## src/plh_regs.svh

```systemverilog
// register offsets, field positions and reset values of the launch handshake block
`ifndef PLH_REGS_SVH
`define PLH_REGS_SVH

// ==========================================================================
// register byte offsets
`define PLH_CTRL_OFFSET       8'h00
`define PLH_STATUS_OFFSET     8'h04
`define PLH_RESULT_OFFSET     8'h08
`define PLH_ADDR_W            8

// ==========================================================================
// control register fields
`define PLH_CTRL_ENABLE_BIT   0

// ==========================================================================
// status register fields
`define PLH_STAT_ACTIVE_BIT   0
`define PLH_STAT_BUSY_BIT     1
`define PLH_STAT_PASS_BIT     2
`define PLH_STAT_FAIL_BIT     3
`define PLH_STAT_PEND_BIT     4
`define PLH_STAT_SUPPLY_BIT   5
`define PLH_STAT_ENABLE_BIT   6

// ==========================================================================
// result register fields
`define PLH_RES_PASS_BIT      0
`define PLH_RES_FAIL_BIT      1

// ==========================================================================
// reset values and bus answers
`define PLH_ENABLE_RESET      1'h0
`define PLH_RESP_OKAY         2'h0
`define PLH_RESP_SLVERR       2'h2
`define PLH_READ_ZERO         32'h0000_0000

`endif
```

## src/plh_pkg.sv

```systemverilog
// types of the launch handshake block
package plh_pkg;

  // ========================================================================
  // axi4-lite carriers
  typedef struct packed {
    logic [7:0]  awaddr;
    logic        awvalid;
    logic [31:0] wdata;
    logic [3:0]  wstrb;
    logic        wvalid;
    logic        bready;
    logic [7:0]  araddr;
    logic        arvalid;
    logic        rready;
  } plh_axi_req_type;

  typedef struct packed {
    logic        awready;
    logic        wready;
    logic        bvalid;
    logic [1:0]  bresp;
    logic        arready;
    logic        rvalid;
    logic [31:0] rdata;
    logic [1:0]  rresp;
  } plh_axi_rsp_type;

  // ========================================================================
  // port pins, active low as on the connector
  typedef struct packed {
    logic pass_n;
    logic fail_n;
    logic idle_n;
  } plh_pins_type;

  // ========================================================================
  // launch sequence
  typedef enum logic [2:0] {
    PLH_IDLE,
    PLH_CLEAR,
    PLH_BUSY,
    PLH_REPORT,
    PLH_RELEASE
  } plh_state_type;

endpackage

```

## src/plh_launch_port.sv

```systemverilog
// launch and status handshake of the programming control port
`timescale 1ns/1ps
`include "plh_regs.svh"

module plh_launch_port (
  input  wire logic                     aclk,
  input  wire logic                     aresetn,
  input  wire plh_pkg::plh_axi_req_type axi_req,
  output plh_pkg::plh_axi_rsp_type      axi_rsp,
  input  wire logic                     start_n_in,
  input  wire logic                     sense_n_in,
  input  wire logic                     port_io_supply,
  output plh_pkg::plh_pins_type         pins_out,
  output plh_pkg::plh_pins_type         pins_oe,
  output logic                          prog_start,
  input  wire logic                     prog_done,
  input  wire logic                     prog_ok,
  input  wire logic                     nv_saved_value,
  output logic                          nv_commit_req,
  output logic                          nv_commit_data
);

  // ========================================================================
  // declarations
  plh_pkg::plh_state_type state_reg;
  plh_pkg::plh_pins_type  pins_reg;
  plh_pkg::plh_pins_type  oe_reg;
  logic       start_s1_reg;
  logic       start_s2_reg;
  logic       start_s3_reg;
  logic       pend_reg;
  logic       active_reg;
  logic       prog_start_reg;
  logic       awready_reg;
  logic       wready_reg;
  logic       bvalid_reg;
  logic [1:0] bresp_reg;
  logic       arready_reg;
  logic       rvalid_reg;
  logic [31:0] rdata_reg;
  logic [1:0] rresp_reg;
  logic [7:0] awaddr_reg;
  logic [31:0] wdata_reg;
  logic       wstrb0_reg;
  logic       aw_have_reg;
  logic       w_have_reg;
  logic       enable;
  logic       nv_wr_en;
  logic       fall_edge;
  logic       launch_ok;

  function automatic logic reg_hit(input logic [7:0] addr);
    reg_hit = (addr == `PLH_CTRL_OFFSET) || (addr == `PLH_STATUS_OFFSET)
           || (addr == `PLH_RESULT_OFFSET);
  endfunction

  // ========================================================================
  // launch edge capture; s1 feeds s2 only
  always_ff @(posedge aclk)
  begin
    if (!aresetn)
    begin
      start_s1_reg <= 1'h1;
      start_s2_reg <= 1'h1;
      start_s3_reg <= 1'h1;
    end
    else
    begin
      start_s1_reg <= start_n_in;
      start_s2_reg <= start_s1_reg;
      start_s3_reg <= start_s2_reg;
    end
  end

  assign fall_edge = start_s3_reg && !start_s2_reg;

  // pending edge is held until the sequencer takes it, so a late look still sees it
  always_ff @(posedge aclk)
  begin
    if (!aresetn)
      pend_reg <= 1'h0;
    else if (fall_edge && state_reg == plh_pkg::PLH_IDLE)
      pend_reg <= 1'h1;
    else if (state_reg != plh_pkg::PLH_IDLE)
      pend_reg <= 1'h0;
  end

  // ========================================================================
  // port activity
  always_ff @(posedge aclk)
  begin
    if (!aresetn)
      active_reg <= 1'h0;
    else
      active_reg <= port_io_supply && !sense_n_in;
  end

  // a pending edge with no permission or inactive port is deferred, not dropped; it launches once both are present
  assign launch_ok = pend_reg && enable && active_reg;

  // ========================================================================
  // launch sequencer
  always_ff @(posedge aclk)
  begin
    if (!aresetn)
      state_reg <= plh_pkg::PLH_IDLE;
    else
    begin
      unique case (state_reg)
        plh_pkg::PLH_IDLE:
          if (launch_ok)
            state_reg <= plh_pkg::PLH_CLEAR;
        plh_pkg::PLH_CLEAR:
          state_reg <= plh_pkg::PLH_BUSY;
        plh_pkg::PLH_BUSY:
          if (prog_done)
            state_reg <= plh_pkg::PLH_REPORT;
        plh_pkg::PLH_REPORT:
          state_reg <= plh_pkg::PLH_RELEASE;
        plh_pkg::PLH_RELEASE:
          state_reg <= plh_pkg::PLH_IDLE;
      endcase
    end
  end

  // ========================================================================
  // pin levels
  always_ff @(posedge aclk)
  begin
    if (!aresetn)
      pins_reg <= '{pass_n: 1'h1, fail_n: 1'h1, idle_n: 1'h0};
    else
    begin
      unique case (state_reg)
        plh_pkg::PLH_IDLE:
          if (launch_ok)
          begin
            pins_reg.pass_n <= 1'h1;
            pins_reg.fail_n <= 1'h1;
          end
        plh_pkg::PLH_CLEAR:
          pins_reg.idle_n <= 1'h1;
        plh_pkg::PLH_BUSY:
          if (prog_done)
          begin
            pins_reg.pass_n <= !prog_ok;
            pins_reg.fail_n <= prog_ok;
          end
        plh_pkg::PLH_REPORT:
          pins_reg.idle_n <= 1'h0;
        plh_pkg::PLH_RELEASE:
          pins_reg.idle_n <= 1'h0;
      endcase
    end
  end

  // outputs float until the port has its own supply
  always_ff @(posedge aclk)
  begin
    if (!aresetn)
      oe_reg <= '{pass_n: 1'h0, fail_n: 1'h0, idle_n: 1'h0};
    else
      oe_reg <= '{pass_n: port_io_supply, fail_n: port_io_supply,
                  idle_n: port_io_supply};
  end

  always_ff @(posedge aclk)
  begin
    if (!aresetn)
      prog_start_reg <= 1'h0;
    else
      prog_start_reg <= (state_reg == plh_pkg::PLH_CLEAR);
  end

  // ========================================================================
  // axi4-lite write channel; address and data taken in either order
  always_ff @(posedge aclk)
  begin
    if (!aresetn)
    begin
      aw_have_reg <= 1'h0;
      w_have_reg  <= 1'h0;
      awaddr_reg  <= 8'h00;
      wdata_reg   <= 32'h0000_0000;
      wstrb0_reg  <= 1'h0;
      bvalid_reg  <= 1'h0;
      bresp_reg   <= `PLH_RESP_OKAY;
    end
    else
    begin
      if (axi_req.awvalid && awready_reg)
      begin
        aw_have_reg <= 1'h1;
        awaddr_reg  <= axi_req.awaddr;
      end
      if (axi_req.wvalid && wready_reg)
      begin
        w_have_reg <= 1'h1;
        wdata_reg  <= axi_req.wdata;
        wstrb0_reg <= axi_req.wstrb[0];
      end
      if (aw_have_reg && w_have_reg && !bvalid_reg)
      begin
        bvalid_reg  <= 1'h1;
        bresp_reg   <= reg_hit(awaddr_reg) ? `PLH_RESP_OKAY : `PLH_RESP_SLVERR;
        aw_have_reg <= 1'h0;
        w_have_reg  <= 1'h0;
      end
      else if (bvalid_reg && axi_req.bready)
        bvalid_reg <= 1'h0;
    end
  end

  always_ff @(posedge aclk)
  begin
    if (!aresetn)
    begin
      awready_reg <= 1'h0;
      wready_reg  <= 1'h0;
    end
    else
    begin
      awready_reg <= !aw_have_reg && !(axi_req.awvalid && awready_reg) && !bvalid_reg;
      wready_reg  <= !w_have_reg && !(axi_req.wvalid && wready_reg) && !bvalid_reg;
    end
  end

  // only the control word is writable; status and result writes are ignored
  assign nv_wr_en = aw_have_reg && w_have_reg && !bvalid_reg && wstrb0_reg
                 && (awaddr_reg == `PLH_CTRL_OFFSET);

  plh_nv_store u_nv_store (
    .aclk           (aclk),
    .aresetn        (aresetn),
    .nv_saved_value (nv_saved_value),
    .wr_en          (nv_wr_en),
    .wr_data        (wdata_reg[`PLH_CTRL_ENABLE_BIT]),
    .enable         (enable),
    .commit_req     (nv_commit_req),
    .commit_data    (nv_commit_data)
  );

  // ========================================================================
  // axi4-lite read channel
  always_ff @(posedge aclk)
  begin
    if (!aresetn)
    begin
      arready_reg <= 1'h0;
      rvalid_reg  <= 1'h0;
      rdata_reg   <= `PLH_READ_ZERO;
      rresp_reg   <= `PLH_RESP_OKAY;
    end
    else if (arready_reg && axi_req.arvalid)
    begin
      arready_reg <= 1'h0;
      rvalid_reg  <= 1'h1;
      rresp_reg   <= reg_hit(axi_req.araddr) ? `PLH_RESP_OKAY : `PLH_RESP_SLVERR;
      rdata_reg   <= `PLH_READ_ZERO;
      unique case (axi_req.araddr)
        `PLH_CTRL_OFFSET:
          rdata_reg[`PLH_CTRL_ENABLE_BIT] <= enable;
        `PLH_STATUS_OFFSET:
        begin
          rdata_reg[`PLH_STAT_ACTIVE_BIT] <= active_reg;
          rdata_reg[`PLH_STAT_BUSY_BIT]   <= pins_reg.idle_n;
          rdata_reg[`PLH_STAT_PASS_BIT]   <= !pins_reg.pass_n;
          rdata_reg[`PLH_STAT_FAIL_BIT]   <= !pins_reg.fail_n;
          rdata_reg[`PLH_STAT_PEND_BIT]   <= pend_reg;
          rdata_reg[`PLH_STAT_SUPPLY_BIT] <= port_io_supply;
          rdata_reg[`PLH_STAT_ENABLE_BIT] <= enable;
        end
        `PLH_RESULT_OFFSET:
        begin
          rdata_reg[`PLH_RES_PASS_BIT] <= !pins_reg.pass_n;
          rdata_reg[`PLH_RES_FAIL_BIT] <= !pins_reg.fail_n;
        end
        default:
          rdata_reg <= `PLH_READ_ZERO;
      endcase
    end
    else if (rvalid_reg && axi_req.rready)
    begin
      rvalid_reg  <= 1'h0;
      arready_reg <= 1'h1;
    end
    else if (!rvalid_reg)
      arready_reg <= 1'h1;
  end

  // ========================================================================
  // outputs, all from flops
  assign axi_rsp = '{awready: awready_reg, wready: wready_reg, bvalid: bvalid_reg,
                     bresp: bresp_reg, arready: arready_reg, rvalid: rvalid_reg,
                     rdata: rdata_reg, rresp: rresp_reg};
  assign pins_out   = pins_reg;
  assign pins_oe    = oe_reg;
  assign prog_start = prog_start_reg;

endmodule // plh_launch_port

```

## src/plh_nv_store.sv

```systemverilog
// non-volatile copy of the launch permission setting
`timescale 1ns/1ps
`include "plh_regs.svh"

module plh_nv_store (
  input  wire logic aclk,
  input  wire logic aresetn,
  input  wire logic nv_saved_value,
  input  wire logic wr_en,
  input  wire logic wr_data,
  output logic      enable,
  output logic      commit_req,
  output logic      commit_data
);

  logic loaded_reg;
  logic enable_reg;
  logic commit_req_reg;
  logic commit_data_reg;

  // ========================================================================
  // load after reset release, so the setting survives power cycles
  always_ff @(posedge aclk)
  begin
    if (!aresetn)
      loaded_reg <= 1'h0;
    else
      loaded_reg <= 1'h1;
  end

  always_ff @(posedge aclk)
  begin
    if (!aresetn)
      enable_reg <= `PLH_ENABLE_RESET;
    else if (wr_en)
      enable_reg <= wr_data;
    else if (!loaded_reg)
      enable_reg <= nv_saved_value;
  end

  // ========================================================================
  // every write is committed to the backing store
  always_ff @(posedge aclk)
  begin
    if (!aresetn)
    begin
      commit_req_reg  <= 1'h0;
      commit_data_reg <= 1'h0;
    end
    else
    begin
      commit_req_reg <= wr_en;
      if (wr_en)
        commit_data_reg <= wr_data;
    end
  end

  assign enable      = enable_reg;
  assign commit_req  = commit_req_reg;
  assign commit_data = commit_data_reg;

endmodule // plh_nv_store

```

## config.mk

```make
export PLATFORM = sky130hd
export DESIGN_NAME = plh_launch_port
export DESIGN_NICKNAME = d
export VERILOG_FILES = /design/src/plh_pkg.sv /design/src/plh_launch_port.sv /design/src/plh_nv_store.sv
export VERILOG_INCLUDE_DIRS = /design/src
export SDC_FILE = /design/constraint.sdc
export NUM_CORES = 1
export LEC_CHECK = 0
export BUFFER_PORTS_ARGS = -buffer_cell sky130_fd_sc_hd__buf_2
export CAP_MARGIN = 40
export CORE_ASPECT_RATIO = 1.2
export CORE_MARGIN = 2
export CORE_UTILIZATION = 43
export CTS_CLUSTER_SIZE = 30
export DETAILED_ROUTE_END_ITERATION = 10
export GPL_TIMING_DRIVEN = 0
export PLACE_DENSITY = 0.78
export SKIP_CTS_REPAIR_TIMING = 1
export SYNTH_ARGS = -nofsm -noshare
export SYNTH_HDL_FRONTEND = slang
export SYNTH_SLANG_ARGS = --single-unit
```

## constraint.sdc

```tcl
create_clock -name aclk -period 1.7 [get_ports aclk]
set_clock_uncertainty 0.1 [all_clocks]
set_input_delay 0.255 -clock aclk [delete_from_list [all_inputs] [get_ports aclk]]
set_output_delay 0.255 -clock aclk [all_outputs]
set_load 0.1 [all_outputs]
```

Yosys cells after proc, flatten, opt, wreduce, memory -nomap -nowiden

Cells that the tools add are included.

Output and inout bits: 50
Word-level logic and storage cells: 110
Register bits: 45
Bits of input ports: 65

Equal/unequal tests: 12
Muxes and demuxes: 23
Bitwise operators: 1
Reduce and logical (&&, ||, !) cells: 46

Operators with widths:

| cell               | number |
|---|---|
| $logic_and 1x1->1  | 18 |
| $eq 8x3->1 const B | 2 |
| $eq 8x4->1 const B | 2 |
| $logic_not 8->1    | 2 |
| $pmux 3 s5         | 1 |
| $mux 1             | 11 |
| $logic_not 1->1    | 10 |
| $reduce_bool 2->1  | 5 |
| $mux 2             | 4 |
| $eq 3x2->1 const B | 2 |
| $mux 3             | 2 |
| $reduce_or 2->1    | 3 |
| $mux 5             | 1 |
| $logic_or 1x1->1   | 4 |
| $ne 2x1->1 const B | 2 |
| $ne 2x2->1 const B | 2 |
| $pmux 1 s2         | 2 |
| $pmux 2 s2         | 1 |
| $eq 3x1->1 const B | 1 |
| $eq 3x3->1 const B | 1 |
| $logic_not 3->1    | 1 |
| $pmux 1 s3         | 1 |
| $reduce_and 3->1   | 1 |
| $reduce_bool 3->1  | 1 |
| 2 further kinds    | 2 |

Logic depth before layout (Yosys ltp)

Depth in word-level cells: 5
Mapped depth: 5
Gate-level depth less buffers: 3

By module

Synthesis repeated with hierarchy kept, for this count alone.

Cell total of the unflattened synthesis: 214
Area total of the unflattened synthesis: 1868.0 um2

Modules (own cells, without submodules):

| module          | area each (um2) | instances | cells an instance |
|---|---|---|---|
| plh_launch_port | 1737.9          | 1         | 204 |
| plh_nv_store    | 130.1           | 1         | 10 |

Least setup slack after synthesis

No wires, ideal clock.

Path kind: register to output
Start point: register pins_oe[0] (netlist name)
End point: output pins_oe[1] (netlist name)
Cell stages (with the launch flop): 2
Setup slack: -0.029 ns
Buffers on the path: 1
Data required time: 1.345 ns
Data arrival time: 1.374 ns
Cell sequence: dfxtp_1 buf_4

RTL lines:

| what             | line                  | text |
|---|---|---|
| end: declaration | plh_launch_port.sv:14 | `output plh_pkg::plh_pins_type pins_oe,` |

Worst setup path after layout

Start point: register bvalid_reg
End point: output axi_rsp[38] (netlist name)

RTL lines:

| what                     | line                   | text |
|---|---|---|
| start: declaration       | plh_launch_port.sv:36  | `logic bvalid_reg;` |
| start signal: assignment | plh_launch_port.sv:186 | `bvalid_reg <= 1'h0;` |
| start signal: assignment | plh_launch_port.sv:204 | `bvalid_reg <= 1'h1;` |
| start signal: assignment | plh_launch_port.sv:210 | `bvalid_reg <= 1'h0;` |
| end: declaration         | plh_launch_port.sv:9   | `output plh_pkg::plh_axi_rsp_type axi_rsp,` |

No word-level cell between the ends.

==> flow_results.xml <==
<?xml version="1.0" encoding="UTF-8"?>
<metrics>
  <group name="outcome">
    <metric name="status" unit="">complete, no violations</metric>
  </group>
  <group name="sta">
    <metric name="rsz0062_at_grt" unit="">no</metric>
    <metric name="post-route-min-period" unit="ns">1.606</metric>
    <metric name="finalCritPeriodShare" unit="%">94.48</metric>
    <metric name="timing.final.setup_violations" unit="">0</metric>
    <metric name="hold_slack" unit="ns">0.04362</metric>
    <metric name="timing.setup.tns" unit="ns">0</metric>
    <metric name="final_max_slew_viol_count" unit="">0</metric>
    <metric name="achievable-frequency" unit="MHz">622.6</metric>
    <metric name="hold_violations" unit="">0</metric>
    <metric name="post-route-worst-setup-slack" unit="ns">0.09385</metric>
  </group>
  <group name="routing">
    <metric name="postRouteAntennaNets" unit="">0</metric>
    <metric name="vias_after_detailed_routing" unit="">1619</metric>
    <metric name="routed_wl" unit="mm">3.745</metric>
    <metric name="route.detailed.wl_per_inst" unit="µm">10.40</metric>
    <metric name="dr.pass1.iters" unit="">4</metric>
    <metric name="drt_iter0_markers" unit="">90</metric>
    <metric name="drc_errors" unit="">0</metric>
    <metric name="via_count_normalized_by_instance_count" unit="">4.497</metric>
  </group>
  <group name="cells_and_area">
    <metric name="final_layout_size_suffix_gt1_share" unit="%">35.86</metric>
    <metric name="final_cell_mix" unit="">sky130_fd_sc_hd__buf_2 (55), sky130_fd_sc_hd__dfxtp_1 (42), sky130_fd_sc_hd__nand2_1 (34), sky130_fd_sc_hd__buf_4 (34), sky130_fd_sc_hd__conb_1 (27)</metric>
    <metric name="largest_register_ffs" unit="">8</metric>
    <metric name="mostFrequentLayoutCell" unit="">sky130_fd_sc_hd__buf_2</metric>
    <metric name="post-route-cell-area" unit="µm²">2490</metric>
    <metric name="multi_input_area" unit="µm²">850.8</metric>
    <metric name="combined_flip_flop_and_latch_cell_area" unit="µm²">862.1</metric>
    <metric name="design.final.nets" unit="">368</metric>
    <metric name="area_growth" unit="%">28.64</metric>
    <metric name="antenna_cells" unit="">0</metric>
    <metric name="final_core_util" unit="%">57.98</metric>
    <metric name="fillCellCount" unit="">401</metric>
    <metric name="final-instance-count-excl-fill" unit="">360</metric>
  </group>
  <group name="pwr">
    <metric name="powerDensity" unit="nW/µm²">950.3</metric>
    <metric name="net-switching-power" unit="mW">0.8223</metric>
    <metric name="report.power.total" unit="mW">2.366</metric>
    <metric name="power_frac_seq" unit="%">45.1</metric>
    <metric name="p_int" unit="mW">1.544</metric>
    <metric name="comb_power_share" unit="%">25.0</metric>
    <metric name="ir_drop" unit="V">0.0005172</metric>
    <metric name="netSwitchingFraction" unit="%">34.75</metric>
    <metric name="power.leakage" unit="nW">1.211</metric>
    <metric name="power.share.clock" unit="%">29.9</metric>
  </group>
  <group name="global_route">
    <metric name="grt_pass1_wl" unit="mm">6.230</metric>
    <metric name="gr-total-overflow" unit="">0</metric>
    <metric name="antenna_violations_before_repair" unit="">0</metric>
    <metric name="grt_max_degree" unit="">13</metric>
    <metric name="first_global_vias" unit="">1434</metric>
    <metric name="global_route.usage.total" unit="%">15.88</metric>
  </group>
  <group name="hold_path">
    <metric name="hp-class" unit="">in -&gt; reg</metric>
  </group>
  <group name="yosys">
    <metric name="post_synth_inst_count" unit="">215</metric>
    <metric name="adder_and_majority_gate_portion_of_the_synthesized_area" unit="%">0</metric>
    <metric name="synth-seq-cells" unit="">43</metric>
    <metric name="synth_compound_area_share" unit="%">11.12</metric>
    <metric name="synth_xor_xnor_area_share" unit="%">0.4525</metric>
    <metric name="netlist-cell-type-count" unit="">41</metric>
    <metric name="yosys.area.top_type" unit="">sky130_fd_sc_hd__dfxtp_1</metric>
    <metric name="fraction_of_the_yosys_area_taken_by_sequential_cells" unit="%">44.47</metric>
    <metric name="syn_area" unit="µm²">1936</metric>
    <metric name="synth_top_cell_area_share" unit="%">44.47</metric>
    <metric name="synth.area.mux_share" unit="%">2.909</metric>
    <metric name="post_synth_and_or_nand_nor_area_fraction" unit="%">24.24</metric>
    <metric name="synthesis.area_per_instance" unit="µm²">9.003</metric>
    <metric name="synth_top_family_by_area" unit="">simple AND/OR/NAND/NOR gates</metric>
    <metric name="netlist_top_cells_area" unit="">sky130_fd_sc_hd__dfxtp_1 (44%), sky130_fd_sc_hd__buf_4 (13%), sky130_fd_sc_hd__nand2_1 (6.6%)</metric>
    <metric name="yosysWarnings" unit="">0</metric>
  </group>
  <group name="critical_path">
    <metric name="worst_ep_arrival_time" unit="ns">1.25</metric>
    <metric name="timing_worst_setup_path_type" unit="">reg -&gt; out</metric>
    <metric name="crit_required" unit="ns">1.34</metric>
    <metric name="setup.worst_path.end_class" unit="">primary output</metric>
    <metric name="critical_path_peak_fanout" unit="">6</metric>
    <metric name="critPathLaunchType" unit="">flip-flop</metric>
    <metric name="cp_cell_sequence" unit="">buf_4 &gt; buf_2</metric>
    <metric name="critPathMaxStageDelay" unit="ns">0.41</metric>
    <metric name="cp_slowest_cell" unit="">sky130_fd_sc_hd__dfxtp_1</metric>
  </group>
  <group name="placement">
    <metric name="gp_congestion" unit="">0.8385</metric>
    <metric name="dp.cells" unit="">350</metric>
    <metric name="post-dp-hpwl" unit="mm">2.900</metric>
    <metric name="dp_worst_setup_slack" unit="ns">0.2508</metric>
    <metric name="place_area" unit="µm²">2370</metric>
    <metric name="count_of_input_and_output_buffers" unit="">53</metric>
  </group>
  <group name="cts">
    <metric name="cts_htree_levels" unit="">2</metric>
    <metric name="cts_root_buf" unit="">sky130_fd_sc_hd__clkbuf_8</metric>
    <metric name="cts_made_buffers" unit="">5</metric>
    <metric name="clk_slew_on_worst_s_h_paths" unit="ns">0.07</metric>
    <metric name="cts_tree" unit="">built</metric>
    <metric name="clock-sinks" unit="">43</metric>
    <metric name="clkLatencyLatePin" unit="ns">0.30</metric>
    <metric name="clockBufferDepth" unit="">2</metric>
  </group>
  <group name="floorplanning">
    <metric name="rows" unit="">26</metric>
    <metric name="initial_utilization" unit="%">45.08</metric>
    <metric name="die_width" unit="µm">65.25</metric>
    <metric name="top_level_ports" unit="">115</metric>
    <metric name="die_area" unit="µm²">5056</metric>
    <metric name="design.core.area" unit="µm²">4294</metric>
    <metric name="die_height" unit="µm">77.50</metric>
  </group>
  <group name="job">
    <metric name="maximum_capacitance_violations" unit="">0</metric>
  </group>
</metrics>
cell usage after synthesis, drive strengths merged:
cell	instances
dfxtp	43
buf	37
nand2	34
a21oi	16
nand3	12
nor2	10
clkbuf	7
inv	5
nand2b	5
nor3b	5
nor4	4
and2	3
mux2i	3
nand4	3
o21ai	3
and3b	2
and4	2
mux2	2
o211a	2
o31ai	2
a2111oi	1
a211oi	1
a32oi	1
and3	1
conb	1
nand3b	1
nand4b	1
nor2b	1
nor3	1
o2111ai	1
o21a	1
o32ai	1
o41ai	1
or2	1
xnor2	1
final cells by class:
cell class                      instances  area share [%]
Buffer                                 44           12.16
Clock buffer                            8           4.020
Inverter                                5          0.7538
Multi-Input combinational cell        149           34.17
Sequential cell                        43           34.62
Tap cell                               56           2.814
Timing Repair Buffer                   55           11.46
power groups by stage:
stage / Combinational (mW) / Sequential [mW] / Clock, mW
global placement: 0.584 / 1.09 / 0
finish: 0.592 / 1.07 / 0.707
detailed placement: 0.587 / 1.09 / 0
floorplan: 0.488 / 1.11 / 0
CTS: 0.588 / 1.07 / 0.717
global route: 0.621 / 1.07 / 0.760
layer usage:
metal  GRT usage [%]  wire length [µm]  part of all wire, %
met1           17.09              1494                   40
met2           28.16              1939                   52
met3           3.913               220                  5.9
met4           8.125                91                  2.4
met5               0                 0                    0
worst paths after layout:
| kind | from | end | slack [ns] | cells past startpoint |
|---|---|---|---|---|
| worst min register to register | start_s1_reg | start_s2_reg | 0.31 | 1 |
| worst min-delay path | start_n_in | start_s1_reg | 0.04 | 2 |
| worst max register to register | awaddr_reg[5] | u_nv_store.commit_data | 0.23 | 3 |
| worst max-delay path | bvalid_reg | axi_rsp[38] | 0.09 | 2 |
cells by family after synthesis:
family	Yosys count
AO/OA/AOI/OAI	30
XOR/XNOR	1
buffers and inverters	49
flip-flops	43
multiplexers	5
other	1
AND/OR/NAND/NOR	86
worst max-delay path: cells and delay by family, from the launching register on:
kind,cells,cell delay [ns]
buffers and inverters,2,0.54
DFF,1,0.41
Power figures use the tool's default switching activity.
